[src/design/sffl_consts.vh]
// Purpose: constants for the sensor fault flag logic
// Assumes: 32-bit classic wishbone, word addressed by byte address
// Notes:   offsets are byte addresses, one register per word
`ifndef SFFL_CONSTS_VH
`define SFFL_CONSTS_VH

`define SFFL_ADR_CTRL      8'h00
`define SFFL_ADR_ERR       8'h04
`define SFFL_ADR_LIMIT     8'h08
`define SFFL_ADR_RADIUS    8'h0C
`define SFFL_ADR_BOUNDS    8'h10

// error register bit positions
`define SFFL_B_OVF         0
`define SFFL_B_SELF        1
`define SFFL_B_RAD         2
`define SFFL_B_POR         3
`define SFFL_B_ESE         4
`define SFFL_B_UVD         5
`define SFFL_B_SPE         6
`define SFFL_B_EUE         7
`define SFFL_B_OSC         8

// control register bit positions
`define SFFL_C_OVF_MASK    0
`define SFFL_C_LIN_MASK    1
`define SFFL_C_COR_MASK    2
`define SFFL_C_LIM_ON      3
`define SFFL_C_GAIN_ON     4
`define SFFL_C_POFF_ON     5
`define SFFL_C_OSC_MASK    6
`define SFFL_C_RAD_MASK    7
`define SFFL_C_RLO_ON      8
`define SFFL_C_RHI_ON      9
`define SFFL_C_POR_MASK    10
`define SFFL_C_EEPROM_ONEBIT_MASK    11
`define SFFL_C_SHADOW_PARITY_MASK    12
`define SFFL_C_UVD_SEL     13
`define SFFL_C_FILT_LSB    16
`define SFFL_CTRL_RST      32'h0000_0006

`define SFFL_PERIODIC_UPD  4'hA
`define SFFL_OVF_FILT_MAX  5'h10
`define SFFL_RAD_FILT_MAX  5'h08

`endif

[src/design/sffl_top.v]
// Purpose: fault flag raise/mask/filter/clear logic of a magnetic position sensor
// Assumes: all inputs synchronous to clk; update_tick pulses once per angle update
// Notes:   flags other than SPE, EUE and OSC clear on an error register read or on report_done, once the cause is gone
`timescale 1ns/1ps
`include "sffl_consts.vh"

module sffl_top #(
  parameter SAMPLE_W = 16
) (
  input  wire                clk,
  input  wire                rst_n,
  input  wire                wb_cyc_i,
  input  wire                wb_stb_i,
  input  wire                wb_we_i,
  input  wire [7:0]          wb_adr_i,
  input  wire [3:0]          wb_sel_i,
  input  wire [31:0]         wb_dat_i,
  output reg  [31:0]         wb_dat_o,
  output reg                 wb_ack_o,
  input  wire                update_tick,
  input  wire                linearizer_overflow,
  input  wire                frontend_overflow,
  input  wire                factory_trim_overflow,
  input  wire                customer_trim_overflow,
  input  wire [15:0]         pre_gain_angle,
  input  wire                gain_overflow,
  input  wire                post_offset_overflow,
  input  wire                osc_deviation_over,
  input  wire                selfcheck_mismatch,
  input  wire                angle_watchdog_miss,
  input  wire [SAMPLE_W-1:0] first_axis_sample,
  input  wire [SAMPLE_W-1:0] second_axis_sample,
  input  wire                eeprom_read_active,
  input  wire                ecc_single_err,
  input  wire                ecc_multi_err,
  input  wire                shadow_parity_bad,
  input  wire                undervoltage_trip,
  input  wire                report_done,
  input  wire                output_is_digital,
  output wire                gain_clip_on,
  output wire                post_offset_clip_on,
  output wire                uvd_threshold_high,
  output wire                output_error_state,
  output wire                first_frame_por,
  output wire                squared_radius_valid,
  output wire [8:0]          error_flags
);

  localparam QW = SAMPLE_W - 7;

  // ------------------------------------------------------------------
  // registers
  // ------------------------------------------------------------------
  reg  [31:0]     ctrl_r;
  reg  [31:0]     limit_r;
  reg  [31:0]     bounds_r;
  reg  [8:0]      flag_r;
  reg  [8:0]      flag_nxt;
  reg  [2*QW:0]   radius_r;
  reg  [3:0]      period_r;
  reg             first_upd_r;
  reg             first_out_r;
  reg  [4:0]      ovf_cnt_r;
  reg  [4:0]      rad_cnt_r;

  wire bus_req = wb_cyc_i & wb_stb_i & ~wb_ack_o;
  wire err_rd  = bus_req & ~wb_we_i & (wb_adr_i == `SFFL_ADR_ERR);
  wire clr_ev  = err_rd | report_done;
  wire periodic = update_tick & (period_r == `SFFL_PERIODIC_UPD - 4'h1);

  wire ovf_mask   = ctrl_r[`SFFL_C_OVF_MASK];
  wire lin_mask   = ctrl_r[`SFFL_C_LIN_MASK];
  wire cor_mask   = ctrl_r[`SFFL_C_COR_MASK];
  wire lim_on     = ctrl_r[`SFFL_C_LIM_ON];
  wire [4:0] filt_cfg = ctrl_r[`SFFL_C_FILT_LSB+4:`SFFL_C_FILT_LSB];

  assign gain_clip_on        = ctrl_r[`SFFL_C_GAIN_ON];
  assign post_offset_clip_on = ctrl_r[`SFFL_C_POFF_ON];
  assign uvd_threshold_high  = ctrl_r[`SFFL_C_UVD_SEL];

  // ------------------------------------------------------------------
  // raw conditions
  // ------------------------------------------------------------------
  wire [15:0] lim_lo = limit_r[15:0];
  wire [15:0] lim_hi = limit_r[31:16];
  wire lim_out = lim_on & ((pre_gain_angle < lim_lo) | (pre_gain_angle > lim_hi));
  wire cor_raw = factory_trim_overflow | customer_trim_overflow | lim_out |
                 (gain_clip_on & gain_overflow) |
                 (post_offset_clip_on & post_offset_overflow);
  wire ovf_raw = (linearizer_overflow & ~lin_mask) | frontend_overflow |
                 (cor_raw & ~cor_mask);

  // floor by 128 is a plain shift of the unsigned sample
  wire [QW-1:0]   qa = first_axis_sample[SAMPLE_W-1:7];
  wire [QW-1:0]   qb = second_axis_sample[SAMPLE_W-1:7];
  // squares kept full width; a product inside a concatenation would be cut to operand width
  wire [2*QW-1:0] qa_sq = qa * qa;
  wire [2*QW-1:0] qb_sq = qb * qb;
  wire [2*QW:0]   rad_now = {1'b0, qa_sq} + {1'b0, qb_sq};
  wire [15:0]     r_lo = bounds_r[15:0];
  wire [15:0]     r_hi = bounds_r[31:16];
  wire [31:0]     lo_prod = r_lo * r_lo;
  wire [31:0]     hi_prod = r_hi * r_hi;
  wire [32:0]     lo_sq = {1'b0, lo_prod};
  wire [32:0]     hi_sq = {1'b0, hi_prod};
  wire [32:0]     rad_w = {{(32-2*QW){1'b0}}, rad_now};
  wire rad_raw = (ctrl_r[`SFFL_C_RLO_ON] & ~(rad_w > lo_sq)) |
                 (ctrl_r[`SFFL_C_RHI_ON] & ~(rad_w < hi_sq));

  // ------------------------------------------------------------------
  // debounce: counter per filtered flag, reset when condition drops
  // ------------------------------------------------------------------
  wire [4:0] ovf_lim = (filt_cfg > `SFFL_OVF_FILT_MAX) ? `SFFL_OVF_FILT_MAX : filt_cfg;
  wire [4:0] rad_lim = (filt_cfg > `SFFL_RAD_FILT_MAX) ? `SFFL_RAD_FILT_MAX : filt_cfg;
  wire ovf_ok = ovf_raw & (ovf_cnt_r >= ovf_lim);
  wire rad_ok = rad_raw & (rad_cnt_r >= rad_lim);

  always @(posedge clk)
  begin
    if (!rst_n)
    begin
      ovf_cnt_r <= 5'h00;
      rad_cnt_r <= 5'h00;
    end
    else if (update_tick)
    begin
      if (!ovf_raw)
        ovf_cnt_r <= 5'h00;
      else if (ovf_cnt_r != 5'h1F)
        ovf_cnt_r <= ovf_cnt_r + 5'h01;
      if (!rad_raw)
        rad_cnt_r <= 5'h00;
      else if (rad_cnt_r != 5'h1F)
        rad_cnt_r <= rad_cnt_r + 5'h01;
    end
  end

  // ------------------------------------------------------------------
  // flags: set wins over clear; critical flags cleared by reset only
  // ------------------------------------------------------------------
  always @*
  begin
    flag_nxt = flag_r;
    if (clr_ev)
    begin
      if (!ovf_raw)
        flag_nxt[`SFFL_B_OVF] = 1'b0;
      if (!(selfcheck_mismatch | angle_watchdog_miss))
        flag_nxt[`SFFL_B_SELF] = 1'b0;
      if (!rad_raw)
        flag_nxt[`SFFL_B_RAD] = 1'b0;
      if (first_upd_r)
        flag_nxt[`SFFL_B_POR] = 1'b0;
      flag_nxt[`SFFL_B_ESE] = 1'b0;
      if (!undervoltage_trip)
        flag_nxt[`SFFL_B_UVD] = 1'b0;
    end
    if (update_tick & ovf_ok & ~ovf_mask)
      flag_nxt[`SFFL_B_OVF] = 1'b1;
    if (periodic & (selfcheck_mismatch | angle_watchdog_miss))
      flag_nxt[`SFFL_B_SELF] = 1'b1;
    if (update_tick & rad_ok & ~ctrl_r[`SFFL_C_RAD_MASK])
      flag_nxt[`SFFL_B_RAD] = 1'b1;
    if (eeprom_read_active & ecc_single_err & ~ctrl_r[`SFFL_C_EEPROM_ONEBIT_MASK])
      flag_nxt[`SFFL_B_ESE] = 1'b1;
    if (undervoltage_trip)
      flag_nxt[`SFFL_B_UVD] = 1'b1;
    if (periodic & shadow_parity_bad & ~ctrl_r[`SFFL_C_SHADOW_PARITY_MASK])
      flag_nxt[`SFFL_B_SPE] = 1'b1;
    if (eeprom_read_active & ecc_multi_err)
      flag_nxt[`SFFL_B_EUE] = 1'b1;
    if (periodic & osc_deviation_over & ~ctrl_r[`SFFL_C_OSC_MASK])
      flag_nxt[`SFFL_B_OSC] = 1'b1;
    if (ctrl_r[`SFFL_C_POR_MASK])
      flag_nxt[`SFFL_B_POR] = 1'b0;
  end

  always @(posedge clk)
  begin
    if (!rst_n)
    begin
      flag_r      <= 9'h008;  // power-on flag set at startup
      period_r    <= 4'h0;
      first_upd_r <= 1'b0;
      first_out_r <= 1'b1;
      radius_r    <= {(2*QW+1){1'b0}};
    end
    else
    begin
      flag_r <= flag_nxt;
      if (update_tick)
      begin
        first_upd_r <= 1'b1;
        radius_r    <= rad_now;
        period_r    <= periodic ? 4'h0 : period_r + 4'h1;
      end
      if (report_done)
        first_out_r <= 1'b0;
    end
  end

  // first digital frame carries power-on error unless masked
  assign first_frame_por = output_is_digital & first_out_r &
                           ~ctrl_r[`SFFL_C_POR_MASK];
  assign output_error_state = flag_r[`SFFL_B_UVD] | undervoltage_trip;
  assign error_flags = flag_r;
  assign squared_radius_valid = first_upd_r;

  // ------------------------------------------------------------------
  // wishbone slave, ack one cycle after request
  // ------------------------------------------------------------------
  integer i;
  always @(posedge clk)
  begin
    if (!rst_n)
    begin
      wb_ack_o <= 1'b0;
      wb_dat_o <= 32'h0000_0000;
      ctrl_r   <= `SFFL_CTRL_RST;
      limit_r  <= 32'hFFFF_0000;
      bounds_r <= 32'hFFFF_0000;
    end
    else
    begin
      wb_ack_o <= bus_req;
      if (bus_req & wb_we_i)
      begin
        for (i = 0; i < 4; i = i + 1)
        begin
          if (wb_sel_i[i])
          begin
            case (wb_adr_i)
              `SFFL_ADR_CTRL:   ctrl_r[i*8 +: 8]   <= wb_dat_i[i*8 +: 8];
              `SFFL_ADR_LIMIT:  limit_r[i*8 +: 8]  <= wb_dat_i[i*8 +: 8];
              `SFFL_ADR_BOUNDS: bounds_r[i*8 +: 8] <= wb_dat_i[i*8 +: 8];
              default:          ;
            endcase
          end
        end
      end
      if (bus_req & ~wb_we_i)
      begin
        case (wb_adr_i)
          `SFFL_ADR_CTRL:   wb_dat_o <= ctrl_r;
          `SFFL_ADR_ERR:    wb_dat_o <= {23'h000000, flag_r};
          `SFFL_ADR_LIMIT:  wb_dat_o <= limit_r;
          `SFFL_ADR_RADIUS: wb_dat_o <= {{(31-2*QW){1'b0}}, radius_r};
          `SFFL_ADR_BOUNDS: wb_dat_o <= bounds_r;
          default:          wb_dat_o <= 32'h0000_0000;
        endcase
      end
    end
  end

endmodule

[config.mk]
export PLATFORM = sky130hd
export DESIGN_NAME = sffl_top
export DESIGN_NICKNAME = d
export VERILOG_FILES = /design/src/design/sffl_top.v
export VERILOG_INCLUDE_DIRS = /design/src /design/src/design
export SDC_FILE = /design/constraint.sdc
export NUM_CORES = 2
export LEC_CHECK = 0
export BUFFER_PORTS_ARGS = -buffer_cell sky130_fd_sc_hd__buf_4
export CAP_MARGIN = 20
export CORE_UTILIZATION = 44
export CTS_CLUSTER_DIAMETER = 120
export DETAILED_ROUTE_END_ITERATION = 16
export PLACE_DENSITY = 0.68
export SYNTH_ARGS = -nofsm -noshare
export SYNTH_HDL_FRONTEND = slang
export SYNTH_SLANG_ARGS = --single-unit
[constraint.sdc]
create_clock -name clk -period 8.2 [get_ports clk]
set_clock_uncertainty 0.2 [all_clocks]
set_input_delay 1.64 -clock clk [delete_from_list [all_inputs] [get_ports clk]]
set_output_delay 1.64 -clock clk [all_outputs]
set_load 0.05 [all_outputs]
==> flow_metrics.env <==
export IMPL_cts_max_path_buffers=2
export IMPL_cp_slowest_cell="fa_1"
export IMPL_synth_compound_area_share_pct=12.1
export IMPL_syn_nets=4206
export IMPL_fmax_mhz=122
export IMPL_rsz0062_at_grt="yes"
export IMPL_place_area_sq_um=32200
export IMPL_path_class="in2reg"
export IMPL_holdCritStartpoint="ctrl_r[21]"
export IMPL_fin_cells=4462
export IMPL_synth_most_common_cell="inv_1"
export IMPL_synth_edf_count=0
export IMPL_hold_viol=0
export IMPL_relSlewSlack_pct=30.0
export IMPL_endpoint_kind="register"
export IMPL_crit_start="second_axis_sample[9]"
export IMPL_vias=23300
export IMPL_ys_flop_type="dfxtp_1"
export IMPL_synth_area_per_cell_sq_um=8.65
export IMPL_violations="negative setup slack"
export IMPL_ys_warn_count=0
export IMPL_core_sq_um=64500
export IMPL_outcome="complete, but fails checks"
export IMPL_worst_setup_hold_path_clk_slew_ps=70
export IMPL_ys_seq_area_share_pct=12.0
export IMPL_path_common_cell="fa_1"
export IMPL_clk_latency_ps=450
export IMPL_wl_per_cell_microns=17.2
export IMPL_numCtsBuffers=17
export IMPL_rows=93
export IMPL_maxCapViolCount=0
export IMPL_seqCellArea_sq_um=3460
export IMPL_first_iter_violations=1336
export IMPL_synth_top_family_by_area="adder cells"
export IMPL_antenna_found_initial=2
export IMPL_postCtsHoldBufs=0
export IMPL_hold_class="reg2reg"
export IMPL_cp_max_fo=9
export IMPL_netlist_area_sq_um=28800
export IMPL_synth_seq_cells=173
export IMPL_portBuffers=147
export IMPL_gp_congestion=0.945
export IMPL_dp_hpwl_mm=63.9
export IMPL_synthTopCellsByArea="fa_1 (29%), ha_1 (15%), dfxtp_1 (12%)"
export IMPL_power_total_mw=9.64
export IMPL_wirelength_mm=76.8
export IMPL_grt_max_degree=100
export IMPL_die_h_microns=258
export IMPL_synth_xor_area_share_pct=2.86
export IMPL_cts_sinks=173
export IMPL_synthCells=3324
export IMPL_initial_utilization_pct=44.6
export IMPL_cp_start_kind="primary input"
export IMPL_muxShareOfSynthArea_pct=2.74
export IMPL_p_leak_nw=16.9
export IMPL_worstMarginPinSlew_ps=1050
export IMPL_fill_cells=6052
export IMPL_cts_tree="built"
export IMPL_fin_ws_ps=-29.5
export IMPL_drcViolationCount=0
export IMPL_timing_rr_start="bounds_r[17]"
export IMPL_ios=162
export IMPL_first_pass_iters=9
export IMPL_whs_ps=266
export IMPL_worstPathArrival_ps=8410
export IMPL_grt_usage_pct=23.7
export IMPL_yosys_area_share_adder_pct=44.5
export IMPL_overflow=0
export IMPL_multi_input_area_sq_um=22600
export IMPL_die_area_sq_um=66400
export IMPL_yosys_top_cells_count="inv_1 (689), fa_1 (423), nand2_1 (385)"
export IMPL_post_place_cells=4420
export IMPL_ir_drop_v=0.000765
export IMPL_yosys_area_top_type="fa_1"
export IMPL_fin_crit_ps=8230
export IMPL_yosys_cell_types_count=81
export IMPL_grt_pass1_wl_mm=126
export IMPL_fp_dieW_microns=258
export IMPL_slowest_delay_ps=580
export IMPL_grt_pass1_vias=24000
export IMPL_synth_simple_gate_area_share_pct=15.0
export IMPL_htree_levels=4
export IMPL_cts_root_buf="clkbuf_16"
export IMPL_synth_top_area_share_pct=29.4
export IMPL_cellPowerDensity_nw_per_um2=291
export IMPL_fin_nets=4475
export IMPL_async_flop_share_pct=0
export IMPL_drv_slew=0
export IMPL_period_share_pct=100
export IMPL_required_ps=8390
export IMPL_vias_per_cell=5.22
export IMPL_setup_violations_final=1
export IMPL_design_area_sq_um=33200
export IMPL_drtAntennaViolNets=0
export IMPL_drive_gt1_share_pct=14.2
export IMPL_area_growth_pct=15.3
==> registers in the layout, indices dropped and copies added (netlist names) <==
register	count
radius_r	19
limit_r	32
ovf_cnt_r	5
first_out_r	1
period_r	4
rad_cnt_r	5
wb_dat_o	32
error_flags	9
ctrl_r	32
wb_ack_o	1
bounds_r	32
squared_radius_valid	1
==> cell families (layout without fill, tap and decap cells) <==
family                   after synthesis  after routing
AND/OR/NAND/NOR                      898            898
buffers and inverters                815           1097
adder cells (fa/ha/maj)              768            768
AO/OA/AOI/OAI                        497            497
flip-flops                           173            173
XOR/XNOR                              94             94
multiplexers                          78             78
other                                  1              2
==> critical path, delay by kind of cell <==
family / cells / cell delay [ps]
xor+xnor: 2 / 290
compound gates: 9 / 1090
simple gates: 8 / 1280
fa+ha+maj: 8 / 3480
buf+inv: 7 / 620
==> metal layers <==
layer | part of all wire (%) | GRT usage, %
met1 | 43 | 31.7
met2 | 49 | 40.3
met3 | 5.4 | 2.66
met4 | 2.6 | 6.51
met5 | 0 | 0
==> cell type report <==
cell class | instances | share of cell area [%]
clock buffer | 19 | 1.34
inverter | 690 | 7.81
multi-input combinational | 2336 | 68.1
sequential | 173 | 10.4
antenna | 1 | 0.00755
tap | 855 | 3.23
clock inverter | 13 | 0.396
timing repair buffer | 375 | 8.67
==> repair_timing <==
action	4_1_cts	5_1_grt
buffers inserted	6	5
setup endpoints to repair	6	6
gates resized for setup	14	51
pin swaps	29	43
==> where the power goes <==
part           internal, mW  switching, mW
sequential            0.880         0.0267
combinational          4.00           3.90
clock                 0.433          0.391
total                  5.32           4.32
==> worst paths after layout <==
path                                endpoint  cells after the start  slack, ps
worst max register to register  rad_cnt_r[1]                     32        310
worst min-delay path              ctrl_r[21]                      2        270
worst max-delay path            rad_cnt_r[1]                     34        -30
worst min register to register    ctrl_r[21]                      2        270
==> cells in the final DEF, fill, tap and decap left out, types with 27 or more instances in the layout <==
master / instances
inv_1: 684
fa_1: 421
nand2_1: 381
buf_4: 366
ha_1: 336
dfxtp_1: 173
and2_1: 124
nor2_1: 109
nand3_1: 82
a21oi_1: 81
mux2i_1: 73
a21boi_0: 66
o21ai_0: 61
nor2b_1: 61
xnor2_1: 55
a21o_1: 48
o211ai_1: 45
xor2_1: 31
o21a_1: 27
==> per-stage QoR <==
| stage | setup TNS [ps] | setup slack [ps] | util [%] |
|---|---|---|---|
| 2_1_floorplan | -286 | -55.2 | - |
| 3_3_place_gp | -4070 | -706 | 50.0 |
| 3_5_place_dp | -4240 | -726 | 50.0 |
| 4_1_cts | -1450 | -255 | 51.0 |
| 5_1_grt | -1890 | -351 | 51.4 |
| 6_report | -29.5 | -29.5 | 51.4 |
Power figures use the tool's default switching activity.
